$ cat src/inc/ssc_pkg.sv
package ssc_pkg;

  localparam logic [3:0]  OFF_STATUS_LO = 4'h0;
  localparam logic [3:0]  OFF_STATUS_HI = 4'h4;
  localparam logic [3:0]  OFF_PRIV      = 4'h8;

  localparam int unsigned POS_INT_EN       = 1;
  localparam int unsigned POS_PRIOR_INT_EN = 5;
  localparam int unsigned POS_BIG_ENDIAN   = 6;
  localparam int unsigned POS_PRIOR_PRIV   = 8;
  localparam int unsigned POS_VECTOR_ST    = 9;
  localparam int unsigned POS_FLOAT_ST     = 13;
  localparam int unsigned POS_USER_EXT_ST  = 15;
  localparam int unsigned POS_ACCESS_PERM  = 18;
  localparam int unsigned POS_EXEC_READ    = 19;
  localparam int unsigned POS_PRIOR_LPAD   = 23;
  localparam int unsigned POS_DTRAP_GUARD  = 24;
  localparam int unsigned POS_DIRTY_32     = 31;
  localparam int unsigned POS_USER_WIDTH   = 32;
  localparam int unsigned POS_DIRTY_64     = 63;

  // writable fields only; everything else is reserved or derived
  localparam logic [63:0] STATUS_WR_MASK = 64'h0000_0003_018d_e762;
  localparam logic [63:0] STATUS_RST     = 64'h0000_0002_0000_0000;

  localparam logic [1:0]  UWF_32    = 2'h1;
  localparam logic [1:0]  UWF_64    = 2'h2;
  localparam logic [1:0]  CTX_DIRTY = 2'h3;

  typedef enum logic [1:0] {
    PRIV_USER = 2'b00,
    PRIV_SUP  = 2'b01,
    PRIV_MACH = 2'b11
  } ssc_priv_t;

  typedef enum logic [1:0] {
    ACC_LOAD  = 2'b00,
    ACC_STORE = 2'b01,
    ACC_FETCH = 2'b10
  } ssc_acc_t;

  typedef struct packed {
    logic     valid;
    ssc_acc_t kind;
    logic     pte_r;
    logic     pte_w;
    logic     pte_x;
    logic     pte_u;
  } ssc_chk_req_t;

endpackage

$ cat src/rtl/ssc_status_csr.sv
`timescale 1ns/1ps
module ssc_status_csr
  import ssc_pkg::*;
#(
  parameter int unsigned SUP_WIDTH      = 64,
  parameter bit          UWF_FIXED      = 1'b0,
  parameter bit          SATP_MODE_ZERO = 1'b0
) (
  input  wire logic         clk_i,
  input  wire logic         rst_i,
  input  wire logic         wb_cyc_i,
  input  wire logic         wb_stb_i,
  input  wire logic         wb_we_i,
  input  wire logic [3:0]   wb_adr_i,
  input  wire logic [3:0]   wb_sel_i,
  input  wire logic [31:0]  wb_dat_i,
  output logic      [31:0]  wb_dat_o,
  output logic              wb_ack_o,
  input  wire logic         trap_enter_i,
  input  wire logic         trap_return_i,
  input  wire logic         priv_load_i,
  input  wire ssc_priv_t    priv_val_i,
  input  wire logic [15:0]  int_pend_i,
  input  wire logic [15:0]  int_src_en_i,
  input  wire logic         paging_i,
  input  wire ssc_chk_req_t chk_i,
  input  wire logic [63:0]  addr_i,
  input  wire logic [63:0]  operand_i,
  input  wire logic [63:0]  result_i,
  output ssc_priv_t         priv_o,
  output logic [63:0]       status_o,
  output logic              int_take_o,
  output logic              chk_done_o,
  output logic              chk_fault_o,
  output logic [63:0]       addr_o,
  output logic [63:0]       operand_o,
  output logic [63:0]       result_o
);

  localparam bit IS64 = (SUP_WIDTH == 64);

  logic [63:0] status_r;
  logic [63:0] status_nxt;
  ssc_priv_t   priv_r;
  ssc_priv_t   priv_nxt;

  ////////////////////////////////////////////////////////////////////////
  // software view of the stored word

  function automatic logic [63:0] view_of(input logic [63:0] s);
    logic [63:0] v;
    logic        dirty;
    v     = s;
    dirty = (s[POS_FLOAT_ST +: 2] == CTX_DIRTY) ||
            (s[POS_USER_EXT_ST +: 2] == CTX_DIRTY) ||
            (s[POS_VECTOR_ST +: 2] == CTX_DIRTY);
    if (SATP_MODE_ZERO) begin
      v[POS_ACCESS_PERM] = 1'b0;
    end
    if (IS64) begin
      v[POS_DIRTY_64] = dirty;
    end else begin
      v[POS_DIRTY_32] = dirty;
      v[63:32] = 32'h0;
    end
    return v;
  endfunction

  ////////////////////////////////////////////////////////////////////////
  // wishbone slave: ack one cycle after the request, write at the ack edge

  logic        bus_req;
  logic        hit_lo;
  logic        hit_hi;
  logic        hit_priv;
  logic        wr_fire;
  logic        ack_nxt;
  logic [63:0] view_now;
  logic [31:0] rd_word;
  logic [31:0] dat_nxt;
  logic [31:0] lane_mask;

  assign bus_req  = wb_cyc_i & wb_stb_i;
  assign hit_lo   = (wb_adr_i == OFF_STATUS_LO);
  assign hit_hi   = (wb_adr_i == OFF_STATUS_HI) & IS64;
  assign hit_priv = (wb_adr_i == OFF_PRIV);
  assign wr_fire  = bus_req & wb_we_i & wb_ack_o & (hit_lo | hit_hi);
  assign ack_nxt  = bus_req & ~wb_ack_o;
  assign view_now = view_of(status_r);
  assign rd_word  = hit_lo   ? view_now[31:0] :
                    hit_hi   ? view_now[63:32] :
                    hit_priv ? {30'h0, priv_r} : 32'h0;
  assign dat_nxt  = ack_nxt ? rd_word : 32'h0;

  genvar b;
  generate
    for (b = 0; b < 4; b++) begin : g_lane
      assign lane_mask[8*b +: 8] = {8{wb_sel_i[b]}};
    end
  endgenerate

  ////////////////////////////////////////////////////////////////////////
  // software write merge

  logic [63:0] wdata64;
  logic [63:0] lane64;
  logic [63:0] fix_mask;
  logic [63:0] eff_mask;
  logic [63:0] sw_raw;
  logic [1:0]  uwf_new;
  logic        uwf_ok;
  logic        guard_set;
  logic        guard_new;
  logic        int_en_sw;
  logic [63:0] sw_val;

  assign wdata64   = hit_hi ? {wb_dat_i, 32'h0} : {32'h0, wb_dat_i};
  assign lane64    = hit_hi ? {lane_mask, 32'h0} : {32'h0, lane_mask};
  // width field and permit flag can be frozen by parameters
  assign fix_mask  = {30'h0, {2{IS64 & ~UWF_FIXED}}, 13'h1fff,
                      ~SATP_MODE_ZERO, 18'h3ffff};
  assign eff_mask  = lane64 & STATUS_WR_MASK & fix_mask;
  assign sw_raw    = (status_r & ~eff_mask) | (wdata64 & eff_mask);
  assign uwf_new   = sw_raw[POS_USER_WIDTH +: 2];
  assign uwf_ok    = (uwf_new == UWF_32) | (uwf_new == UWF_64);
  assign guard_set = eff_mask[POS_DTRAP_GUARD] & wdata64[POS_DTRAP_GUARD];
  assign guard_new = sw_raw[POS_DTRAP_GUARD];
  // a set guard bit forbids enabling interrupts in the same write and in later writes that leave it set
  assign int_en_sw = guard_set ? 1'b0 :
                     guard_new ? (status_r[POS_INT_EN] & sw_raw[POS_INT_EN]) :
                     sw_raw[POS_INT_EN];

  always_comb begin
    sw_val = sw_raw;
    sw_val[POS_INT_EN] = int_en_sw;
    if (!uwf_ok) begin
      sw_val[POS_USER_WIDTH +: 2] = status_r[POS_USER_WIDTH +: 2];
    end
  end

  ////////////////////////////////////////////////////////////////////////
  // trap stack; hardware events override a write in the same cycle

  logic [63:0] base_val;
  assign base_val = wr_fire ? sw_val : status_r;

  always_comb begin
    status_nxt = base_val;
    priv_nxt   = priv_r;
    if (trap_enter_i) begin
      status_nxt[POS_PRIOR_PRIV]   = (priv_r != PRIV_USER);
      status_nxt[POS_PRIOR_INT_EN] = base_val[POS_INT_EN];
      status_nxt[POS_INT_EN]       = 1'b0;
      status_nxt[POS_DTRAP_GUARD]  = 1'b1;
      priv_nxt                     = PRIV_SUP;
    end else if (trap_return_i) begin
      priv_nxt = base_val[POS_PRIOR_PRIV] ? PRIV_SUP : PRIV_USER;
      status_nxt[POS_PRIOR_PRIV]   = 1'b0;
      status_nxt[POS_INT_EN]       = base_val[POS_PRIOR_INT_EN];
      status_nxt[POS_PRIOR_INT_EN] = 1'b1;
      status_nxt[POS_DTRAP_GUARD]  = 1'b0;
    end else if (priv_load_i) begin
      priv_nxt = priv_val_i;
    end
  end

  ////////////////////////////////////////////////////////////////////////
  // interrupt gate

  logic        src_any;
  logic        gate_sup;
  logic        gate_user;
  logic        take_nxt;

  assign src_any   = |(int_pend_i & int_src_en_i);
  assign gate_sup  = (priv_r == PRIV_SUP) & status_r[POS_INT_EN];
  assign gate_user = (priv_r == PRIV_USER);
  assign take_nxt  = src_any & (gate_sup | gate_user);

  ////////////////////////////////////////////////////////////////////////
  // page permission check for the current privilege

  logic        perm_mxr;
  logic        perm_sum;
  logic        xlate;
  logic        is_load;
  logic        is_store;
  logic        is_fetch;
  logic        load_bad;
  logic        store_bad;
  logic        fetch_bad;
  logic        sup_mode;
  logic        sum_bad;
  logic        sfetch_bad;
  logic        user_bad;
  logic        fault_nxt;

  assign perm_mxr   = view_now[POS_EXEC_READ];
  assign perm_sum   = view_now[POS_ACCESS_PERM];
  // machine mode bypasses translation, so the flags go idle there too
  assign xlate      = paging_i & (priv_r != PRIV_MACH);
  assign is_load    = (chk_i.kind == ACC_LOAD);
  assign is_store   = (chk_i.kind == ACC_STORE);
  assign is_fetch   = (chk_i.kind == ACC_FETCH);
  // readable or exec when flag set
  assign load_bad   = is_load & ~(chk_i.pte_r | (perm_mxr & chk_i.pte_x));
  assign store_bad  = is_store & ~chk_i.pte_w;
  assign fetch_bad  = is_fetch & ~chk_i.pte_x;
  assign sup_mode   = (priv_r == PRIV_SUP);
  assign sum_bad    = sup_mode & chk_i.pte_u & (is_load | is_store) & ~perm_sum;
  assign sfetch_bad = sup_mode & chk_i.pte_u & is_fetch;
  assign user_bad   = gate_user & ~chk_i.pte_u;
  assign fault_nxt  = chk_i.valid & xlate &
                      (load_bad | store_bad | fetch_bad | sum_bad | sfetch_bad | user_bad);

  ////////////////////////////////////////////////////////////////////////
  // narrow user width datapath

  logic        narrow;
  logic [63:0] addr_nxt;
  logic [63:0] opnd_nxt;
  logic [63:0] res_nxt;
  logic [63:0] rst_val;
  logic [63:0] view_nxt;

  assign narrow   = IS64 & gate_user & (status_r[POS_USER_WIDTH +: 2] == UWF_32);
  assign addr_nxt = narrow ? {32'h0, addr_i[31:0]} : addr_i;
  assign opnd_nxt = narrow ? {32'h0, operand_i[31:0]} : operand_i;
  assign res_nxt  = narrow ? {{32{result_i[31]}}, result_i[31:0]} : result_i;
  assign rst_val  = IS64 ? STATUS_RST : 64'h0;
  assign view_nxt = view_of(status_nxt);

  ////////////////////////////////////////////////////////////////////////
  // state and output registers

  always_ff @(posedge clk_i) begin
    if (rst_i) begin
      status_r <= rst_val;
    end else begin
      status_r <= status_nxt;
    end
  end

  always_ff @(posedge clk_i) begin
    if (rst_i) begin
      priv_r <= PRIV_MACH;
    end else begin
      priv_r <= priv_nxt;
    end
  end

  always_ff @(posedge clk_i) begin
    if (rst_i) begin
      wb_ack_o <= 1'b0;
    end else begin
      wb_ack_o <= ack_nxt;
    end
  end

  always_ff @(posedge clk_i) begin
    if (rst_i) begin
      wb_dat_o <= 32'h0;
    end else begin
      wb_dat_o <= dat_nxt;
    end
  end

  always_ff @(posedge clk_i) begin
    if (rst_i) begin
      priv_o <= PRIV_MACH;
    end else begin
      priv_o <= priv_nxt;
    end
  end

  always_ff @(posedge clk_i) begin
    if (rst_i) begin
      status_o <= rst_val;
    end else begin
      status_o <= view_nxt;
    end
  end

  always_ff @(posedge clk_i) begin
    if (rst_i) begin
      int_take_o <= 1'b0;
    end else begin
      int_take_o <= take_nxt;
    end
  end

  always_ff @(posedge clk_i) begin
    if (rst_i) begin
      chk_done_o <= 1'b0;
    end else begin
      chk_done_o <= chk_i.valid;
    end
  end

  always_ff @(posedge clk_i) begin
    if (rst_i) begin
      chk_fault_o <= 1'b0;
    end else begin
      chk_fault_o <= fault_nxt;
    end
  end

  always_ff @(posedge clk_i) begin
    if (rst_i) begin
      addr_o <= 64'h0;
    end else begin
      addr_o <= addr_nxt;
    end
  end

  always_ff @(posedge clk_i) begin
    if (rst_i) begin
      operand_o <= 64'h0;
    end else begin
      operand_o <= opnd_nxt;
    end
  end

  always_ff @(posedge clk_i) begin
    if (rst_i) begin
      result_o <= 64'h0;
    end else begin
      result_o <= res_nxt;
    end
  end

endmodule

$ cat config.mk
export PLATFORM = sky130hd
export DESIGN_NAME = ssc_status_csr
export DESIGN_NICKNAME = d
export VERILOG_FILES = /design/src/inc/ssc_pkg.sv /design/src/rtl/ssc_status_csr.sv
export SDC_FILE = /design/constraint.sdc
export NUM_CORES = 1
export LEC_CHECK = 0
export ABC_AREA = 1
export BUFFER_PORTS_ARGS = -buffer_cell sky130_fd_sc_hd__buf_4
export CAP_MARGIN = 10
export CORE_AREA = 2 2 221 223
export CTS_BUF_LIST = sky130_fd_sc_hd__clkbuf_2 sky130_fd_sc_hd__clkbuf_4 sky130_fd_sc_hd__clkbuf_8
export DETAILED_ROUTE_END_ITERATION = 10
export DIE_AREA = 0 0 223 225
export GPL_TIMING_DRIVEN = 1
export PLACE_DENSITY = 0.49
export SLEW_MARGIN = 10
export SYNTH_ARGS = -nofsm -noshare
export SYNTH_HDL_FRONTEND = slang
export SYNTH_SLANG_ARGS = --single-unit
$ cat constraint.sdc
create_clock -name clk_i -period 4.4 [get_ports clk_i]
set_input_delay 0.22 -clock clk_i [delete_from_list [all_inputs] [get_ports clk_i]]
set_output_delay 0.22 -clock clk_i [all_outputs]
set_load 0.05 [all_outputs]
==> summary.txt, run 1 <==
period utilization: 57.4%
FF+latch count, synth: 231
final slew viol count: 0
DP Wirelength: 21000 um
first-pass GRT wire length: 43900 um
CP Data Required Time: 4840 ps
P per Cell Area: 374 nW/um^2
Placer Congestion: 0.799
initial antenna violation count: 7
Final Hold Fails: 0
row count: 80
post-synthesis cell area: 7780 um^2
Clock Path Buffers: 3
Slew HR: 41.2%
largest net degree at the start of global routing: 76
Max Clk Rate: 396 MHz
Tightest Hold Check Type: in -> reg
area of the core: 47500 um^2
CP startpoint kind: primary input
Slew @ Worst Pin: 880 ps
chip width: 223 um
Leakage: 7.88 nW
most frequent cells in the layout: buf_4, dfxtp_1, dlygate4sd3_1
Peak VDD IR: 0.000203 V
drt pass-1 iters: 4
Clk Latency, worst-skew pair: 560 ps
most common cell after layout, fill and taps aside: buf_4
clk slew on worst S/H paths: 60 ps
Critical Path AT: 2970 ps
final core utilization: 31.4%
DRT antenna net count: 0
CP max FO: 1
# Post-CTS Setup Buffers: 0
endpoints failing setup: 0
fraction of layout cells with a size suffix above 1: 34.9%
# H-tree levels: 2
die area: 50200 um^2
skew final: 12.2 ps
root buffer cell: clkbuf_8
drt drc: 0
initial core utilization: 16.4%
Die H: 225 um
Avg WL per Cell: 13.1 um
status: finished, final reports clean
Ys Warns: 0
Total Nets Final: 1923
Gate Count Post-Synth: 925
Fin Setup TNS: 0 ps
# IOs: 576
post-synth cell types: 29
sequential-to-total area share from yosys stat: 59.4%
PortBufs: 495
Area Growth Syn to Fin: 91.9%
vias: 8052
Detailed Route WL: 29900 um
DR iter-0 viols: 192
average cell area after synthesis: 8.41 um^2
total gr overflow: 0
RSZ-0062 raised after global routing: false
CTS sink count: 231
Total GRT Usage: 11.4%
vias in the first global route: 8229
CP Class: in -> reg
endpoint class of the critical path: register
Vias per Instance: 3.52
CTS buffer count: 42
Period minus WS final: 2530 ps
max-capacitance violation count: 0
CTS tree: yes
## metal layers
layer | global-route usage (%) | vias up | wire length (um)
li1 | - | 4005 | -
met1 | 11.2 | 3561 | 10800
met2 | 20.9 | 421 | 15000
met3 | 4.67 | 61 | 3000
met4 | 5.13 | 4 | 1060
met5 | 0 | - | 22
## what timing repair did
| item | CTS | global route |
|---|---|---|
| hold buffers | 219 | 0 |
| hold endpoints to repair | 215 | 0 |
| resized for setup | 0 | 0 |
## registers in the layout, summed over array words and instances (netlist names), named ones only
name	cells
addr_o	64
priv_o	2
status_r	11
int_take_o	1
result_o	64
wb_dat_o	16
chk_fault_o	1
chk_done_o	1
status_o	2
operand_o	64
wb_ack_o	1
## worst max-delay path, stage by stage
cell and delay, ps:
dlygate4sd3_1 540, buf_4 130, a221oi_1 220, dlygate4sd3_1 580, nand2_1 40, dlygate4sd3_1 550, nor2_1 100, dlygate4sd3_1 540
nor2_1 40
## cells by family after synthesis
kind of cell,synth area share (%)
other,0.0482
buffers and inverters,18.7
DFF,59.4
adders and majority gates,0.161
AOI/OAI and AO/OA,3.41
and+or+nand+nor,18.3
## metrics by stage
| stage | hold WS, ps | worst slack (ps) | std cells | power [W] | area [um^2] |
|---|---|---|---|---|---|
| 2_1_floorplan | 311 | 2770 | 987 | 0.00290 | 8020 |
| 3_3_place_gp | 419 | 1560 | 1992 | 0.00325 | 11800 |
| 3_5_place_dp | 426 | 1510 | 1992 | 0.00325 | 11800 |
| 4_1_cts | 7.19 | 1460 | 2283 | 0.00569 | 14900 |
| 5_1_grt | 52.2 | 1680 | 2289 | 0.00584 | 14900 |
| 6_report | 70.5 | 1870 | 2289 | 0.00558 | 14900 |
## path summary, 6_finish.rpt
path | start | endpoint | slack, ps | depth (start not counted)
min reg2reg | status_r[5]$_SDFF_PP0_ | wb_dat_o[5]$_SDFF_PP0_ | 450 | 2
max reg2reg | wb_ack_o$_SDFF_PP0_ | priv_o[0]$_SDFFE_PP1P_ | 1900 | 10
min | chk_i[5] | chk_fault_o$_SDFF_PP0_ | 70 | 5
max | int_src_en_i[15] | int_take_o$_SDFF_PP0_ | 1870 | 9
## cell type report
class | instances | area (um^2)
Clock buffer | 68 | 848
Clock inverter | 4 | 72.6
Tap cell | 615 | 769
Inverter | 194 | 728
Sequential cell | 231 | 4620
Timing Repair Buffer | 717 | 5930
Fill cell | 4882 | 32600
Multi-Input combinational cell | 454 | 1950
Antenna cell | 6 | 15.0
## power by group
| group | internal (W) | total (W) | switching, W |
|---|---|---|---|
| Clock | 0.00133 | 0.00221 | 0.000888 |
| Sequential | 0.00219 | 0.00222 | 0.0000319 |
| Combinational | 0.000445 | 0.00114 | 0.000696 |
## synth_stat cells (all sizes together)
master  instances  share of area [%]
dfxtp         231                 59
a21oi          20                1.3
inv           193                9.3
and2            1              0.080
ha              1               0.16
o211ai          3               0.29
clkbuf         11               0.53
buf            97                8.8
nand3          51                3.3
nand4           3               0.24
or2             1              0.080
o22ai           4               0.32
nor3            2               0.27
nor2          191                9.6
o21ai          12               0.77
a221oi          4               0.45
clkinv          1              0.048
conb            1              0.048
nand2          95                4.7
a21boi          3               0.29
Power figures use the tool's default switching activity.
==> run 2: changes to the inputs <==
- ABC_AREA: 1 -> 0
- CORE_AREA: 2 2 221 223 -> 2 2 227 229
- DIE_AREA: 0 0 223 225 -> 0 0 229 231
- PLACE_DENSITY: 0.49 -> 0.47
- clock period: 4.4 -> 2.4 ns (I/O delays scaled with it)
==> summary.txt, run 2 <==
status: finished, final reports clean
Die H: 231 um (+2.7%)
layer with the highest usage: met2
Avg WL per Cell: 14.5 um (+11%)
Largest regs: addr_o: 64 flops, operand_o: 64 flops, result_o: 64 flops
Area Growth Syn to Fin: 101%
# IOs: 576 (unchanged)
vias in the first global route: 7451 (-9.5%)
Total Nets Final: 1692 (-12%)
final core utilization: 29.7% (-1.7 points)
Clk Latency, worst-skew pair: 570 ps (about the same)
CP Class: in -> reg
CP Data Required Time: 2910 ps (-1930 ps)
Tightest Hold Check Type: in -> reg
area used by multi-input combinational logic: 2370 um^2 (+22%)
Ys Warns: 0 (unchanged)
die area: 52900 um^2 (+5.4%)
post-synth cell types: 48 (+66%)
Clk pwr share: 39.5% (-0.2 points)
initial antenna violation count: 6 (-1)
Net Switching: 0.00297 W (+84%)
r2r worst-path depth: 6 (-4)
reg2reg end: wb_dat_o[1]$_SDFF_PP0_
max-capacitance violation count: 0 (unchanged)
CP startpoint kind: primary input
drt drc: 0 (unchanged)
DRT antenna net count: 0 (unchanged)
endpoint class of the critical path: register
DP Wirelength: 21900 um (+4.2%)
PortBufs: 495 (unchanged)
Critical Path AT: 2770 ps (-200 ps)
Slew HR: 55.6% (+14 points)
most frequent cells after synthesis: dfxtp_1, nor2b_1, buf_4
register area: 4620 um^2 (unchanged)
first-pass GRT wire length: 44300 um (+0.97%)
top post-synthesis cells by area: dfxtp_1, nor2b_1, buf_4
largest net degree at the start of global routing: 97 (+28%)
most common cell after layout, fill and taps aside: buf_4
CTS tree: yes
initial core utilization: 14.7% (-1.6 points)
Leakage: 7.25 nW (-8.0%)
Detailed Route WL: 30600 um (+2.5%)
Placer Congestion: 0.829 (+3.8%)
Clock Path Buffers: 3 (unchanged)
total gr overflow: 0 (unchanged)
root buffer cell: clkbuf_8
most frequent cells in the layout: buf_4, dlygate4sd3_1, dfxtp_1
clk slew on worst S/H paths: 60 ps (about the same)
sw frac: 29.1% (+0.12 points)
fraction of layout cells with a size suffix above 1: 41.3% (+6.4 points)
endpoints failing setup: 0 (unchanged)
# Post-CTS Setup Buffers: 0 (unchanged)
skew final: 12.1 ps (-0.102 ps)
CTS sink count: 231 (unchanged)
ys async rst share: 0% (unchanged)
Seq pwr share: 40.0% (about the same)
Slew @ Worst Pin: 666 ps (-214 ps)
P per Cell Area: 679 nW/um^2 (+82%)
post-synth top area cell: dfxtp_1
Peak VDD IR: 0.000391 V (+93%)
post-synthesis cell area: 7470 um^2 (-4.0%)
flop-to-flop setup slack: 190 ps (-1710 ps)
combinational share of power: 20.5% (about the same)
met3 Usage GRT: 4.22% (-0.44 points)
M1 GR Usage: 11.2% (+0.085 points)
FF+latch count, synth: 231 (unchanged)
sequential-to-total area share from yosys stat: 61.9% (+2.5 points)
Final Hold Fails: 0 (unchanged)
filler cell count: 5204 (+6.6%)
chip width: 229 um (+2.7%)
Gate Count Post-Synth: 664 (-28%)
vias: 7276 (-9.6%)
RSZ-0062 raised after global routing: false
Synth top area share: 61.9% (+2.5 points)
average cell area after synthesis: 11.3 um^2 (+34%)
Total GRT Usage: 11.0% (-0.32 points)
row count: 83 (+3.8%)
hold_sp: wb_sel_i[2]
CTS buffer count: 44 (+4.8%)
drt pass-1 iters: 4 (unchanged)
worst r2r src: status_r[1]$_SDFF_PP0_
ys flop type: dfxtp_1
Max Clk Rate: 442 MHz
CP max FO: 41 (+40)
Vias per Instance: 3.43 (-2.5%)
Fin Setup TNS: 0 ps (unchanged)
area of the core: 50700 um^2 (+6.6%)
count leader, synth: dfxtp_1
met2 GRT Util: 20.4% (-0.49 points)
Internal: 0.00724 W (+83%)
DR iter-0 viols: 128 (-33%)
Hold Path Depth: 4 (-1)
period utilization: 94.3%
Period minus WS final: 2260 ps
# H-tree levels: 2 (unchanged)
Post-synth EDFFs: 0 (unchanged)
final slew viol count: 0 (unchanged)
[run 2: cell types whose count changed after synthesis, moves of 14 or more]
cell / previous run / this run
inv_1: 193 / 7
nor2_1: 187 / 18
nor2b_1: 0 / 101
nand2_1: 91 / 8
and2_1: 1 / 65
nand3_1: 50 / 4
a21o_1: 0 / 33
clkbuf_1: 11 / 27
mux2i_1: 0 / 14
[run 2: what timing repair did]
item / 4_1_cts / 5_1_grt
hold buffers: 241 / 2
endpoints found under the hold margin: 216 / 2
gates resized for setup: 0 / 4
setup endpoints to repair: 0 / 3
[run 2: cell families (layout without fill, tap and decap cells)]
group,Yosys count,after routing,share of synthesized area [%]
adder cells (fa/ha/maj),1,1,0.167
AND/OR/NAND/NOR,228,228,18.7
flip-flops,231,231,61.9
buffers and inverters,117,829,9.89
multiplexers,15,15,2.03
AO/OA/AOI/OAI,71,71,7.25
other,1,66,0.0502
[run 2: how the worst max path moves through the flow]
stage | cells past startpoint | end | from
2_1_floorplan | 9 | status_o[33]$_SDFFE_PP1P_ | wb_adr_i[1]
3_3_place_gp | 9 | status_o[33]$_SDFFE_PP1P_ | wb_adr_i[1]
3_5_place_dp | 9 | status_o[33]$_SDFFE_PP1P_ | wb_adr_i[1]
4_1_cts | 8 | chk_fault_o$_SDFF_PP0_ | rst_i
5_1_grt | 6 | wb_dat_o[1]$_SDFF_PP0_ | status_r[1]$_SDFF_PP0_
6_report | 8 | chk_fault_o$_SDFF_PP0_ | rst_i
[run 2: critical path, stage by stage]
cell and delay, ps:
dlygate4sd3_1 550, buf_4 220, buf_6 220, nor2b_2 250, nand3_1 110, dlygate4sd3_1 580
a31oi_1 130, dlygate4sd3_1 550
[run 2: power by group through the flow]
stage | logic [W] | clock network, W | registers (W)
after floorplan | 0.000513 | 0 | 0.00478
after global placement | 0.00178 | 0 | 0.00416
after detailed placement | 0.00178 | 0 | 0.00416
after CTS | 0.00210 | 0.00424 | 0.00408
after global routing | 0.00220 | 0.00441 | 0.00409
final | 0.00209 | 0.00403 | 0.00408
[run 2: layout make-up]
class / count / area share, %
diodes: 3 / 0.0499
multi-input cells: 378 / 15.8
repair buffers: 747 / 41.5
flip-flops and latches: 231 / 30.8
inverters: 7 / 0.175
clock buffers: 69 / 5.69
clock inverters: 6 / 0.366
well taps: 680 / 5.66
[run 2: per-layer routing]
metal | vias up | part of all wire (%) | wire, um
met1 | 3286 | 36 | 11000
met4 | 2 | 3.1 | 954
met5 | - | 0.055 | 17
li1 | 3514 | - | -
met3 | 57 | 9.6 | 2930
met2 | 417 | 51 | 15700
[run 2: stage by stage]
step	hold slack (ps)	power [W]	std cells	instance area [um^2]	setup slack, ps
after floorplan	189	0.00529	726	7710	492
after global placement	313	0.00594	1801	11700	278
after detailed placement	318	0.00594	1801	11700	272
after CTS	0.790	0.0104	2117	15000	1.25
after global routing	33.0	0.0107	2121	15000	34.0
final	73.0	0.0102	2121	15000	136
==> run 3: changes to the inputs <==
- ABC_AREA: 0 -> 1
- CORE_AREA: 2 2 227 229 -> 2 2 222 224
- DIE_AREA: 0 0 229 231 -> 0 0 224 226
- MAX_ROUTING_LAYER: unset -> met4
- PLACE_DENSITY: 0.47 -> 0.49
==> summary.txt, run 3 (synthesis gave the netlist of run 1 again) <==
total gr overflow: 0 (unchanged)
P per Cell Area: 666 nW/um^2 (-1.9%)
CP startpoint kind: primary input
Vias per Instance: 3.50 (+2.0%)
DR iter-0 viols: 202 (+58%)
CP max FO: 5 (-88%)
Period minus WS final: 2200 ps (-59.4 ps)
final slew viol count: 0 (unchanged)
root buffer cell: clkbuf_8
first-pass GRT wire length: 42800 um (-3.5%)
largest net degree at the start of global routing: 85 (-12%)
RSZ-0062 raised after global routing: false
Hold Path Depth: 7 (+3)
area of the core: 48300 um^2 (-4.6%)
CTS buffer count: 42 (-4.5%)
Critical Path AT: 2670 ps (-100 ps)
non-filler cells, final: 2323 (+9.5%)
endpoints failing setup: 0 (unchanged)
period utilization: 91.8% (-2.5 points)
Leakage: 8.01 nW (+10%)
fraction of layout cells with a size suffix above 1: 34.9% (-6.4 points)
Top Metal Used: met4
# IOs: 576 (unchanged)
r2r worst-path depth: 9 (+3)
CP Class: in -> reg
Max Clk Rate: 454 MHz (+2.7%)
Detailed Route WL: 29700 um (-3.1%)
CTS sink count: 231 (unchanged)
power after layout: 0.0101 W (-0.79%)
Placer Congestion: 0.773 (-6.7%)
drt pass-1 iters: 4 (unchanged)
final core utilization: 31.4% (+1.8 points)
row count: 81 (-2.4%)
placed insts: 2003 (+11%)
drt drc: 0 (unchanged)
Area Growth Syn to Fin: 95.3%
met2 WL: 14800 um (-5.9%)
vias: 8126 (+12%)
Tightest Hold Check Type: in -> reg
die area: 50600 um^2 (-4.3%)
Worst setup endpoint: status_r[5]$_SDFF_PP0_
DP Wirelength: 21500 um (-1.9%)
vias in the first global route: 8214 (+10%)
status: finished, final reports clean
most frequent cells in the layout: buf_4, dlygate4sd3_1, dfxtp_1
initial core utilization: 16.1% (+1.4 points)
Total Nets Final: 1950 (+15%)
Final Hold Fails: 0 (unchanged)
reg2reg end: status_r[5]$_SDFF_PP0_
metal1 wirelength: 11500 um (+4.6%)
Peak VDD IR: 0.000416 V (+6.5%)
hold slack: 78.1 ps (+5.18 ps)
flop-to-flop setup slack: 230 ps (+40 ps)
max-capacitance violation count: 0 (unchanged)
Total GRT Usage: 11.3% (+0.27 points)
Clk Latency, worst-skew pair: 580 ps (about the same)
Die H: 226 um (-2.2%)
worst r2r src: wb_ack_o$_SDFF_PP0_
DR WL met3: 2430 um (-17%)
chip width: 224 um (-2.2%)
PortBufs: 495 (unchanged)
Fin Setup TNS: 0 ps (unchanged)
hold_sp: wb_sel_i[0]
CTS tree: yes
CP Launch Point: wb_adr_i[2]
endpoint class of the critical path: register
Largest regs: addr_o: 64 flops, operand_o: 64 flops, result_o: 64 flops
# H-tree levels: 2 (unchanged)
most common cell after layout, fill and taps aside: buf_4
DRT antenna net count: 0 (unchanged)
Avg WL per Cell: 12.8 um (-12%)
CP Data Required Time: 2870 ps (-40 ps)
Clock Path Buffers: 3 (unchanged)
skew final: 13.7 ps (+1.57 ps)
clk slew on worst S/H paths: 60 ps (about the same)
initial antenna violation count: 3 (-3)
==> run 3: cell count changes in the layout (fill, tap and decap cells not counted), sizes merged, moves of 6 or more <==
cell    change
and2       -64
nor2b     -101
a21o       -33
clkbuf      -8
a21oi      +13
and3       -13
mux2i      -14
nand2      +87
nor2      +173
inv       +189
clkinv      +6
o21ai      +10
nand3      +46
==> run 3: metal layers <==
| layer | GRT usage, % | up-vias |
|---|---|---|
| met5 | - | - |
| met4 | 4.71 | 0 |
| met3 | 3.58 | 55 |
| met2 | 19.9 | 402 |
| met1 | 11.6 | 3610 |
| li1 | - | 4059 |
==> run 3: stage by stage <==
step	worst slack, ps	cell area (um^2)
after CTS	76.5	15200
after detailed placement	574	11900
after global routing	56.1	15200
after floorplan	768	8020
final	196	15200
after global placement	552	11900
==> run 3: layout make-up <==
type	count	area [um^2]
fill	4958	33100
timing repair buffer	744	6210
sequential	231	4630
multi-input combinational	454	1950
clock buffer	61	821
tap	622	778
inverter	194	728
clock inverter	14	83.8
antenna	3	7.51
==> run 3: worst min-delay path by stage <==
stage	to	slack, ps
final	status_r[1]$_SDFF_PP0_	80
after global routing	status_r[16]$_SDFF_PP0_	90
after CTS	status_r[1]$_SDFF_PP0_	2
after detailed placement	operand_o[23]$_SDFF_PP0_	330
after global placement	addr_o[26]$_SDFF_PP0_	320
after floorplan	status_r[5]$_SDFF_PP0_	210
==> run 3: repair_timing <==
action                                 in CTS  in global routing
endpoints found under the hold margin     218                  0
resized for setup                           0                  2
setup endpoints to repair                   0                  3
hold buffers                              241                  0
buffers inserted                            0                  2
==> run 3: power breakdown <==
group / total (W) / internal (W) / switching, W
sequential: 0.00408 / 0.00402 / 0.0000606
clock: 0.00394 / 0.00221 / 0.00172
combinational: 0.00211 / 0.000831 / 0.00128
total: 0.0101 / 0.00706 / 0.00306
==> run 3: critical path: stages <==
cell and delay (ps):
dlygate4sd3_1 550, buf_4 130, inv_1 90, nor2_2 70
a21oi_1 250, nand3_1 110, nand2_1 80, dlygate4sd3_1 540
inv_1 40, nand2_1 70, a21oi_1 60, dlygate4sd3_1 550
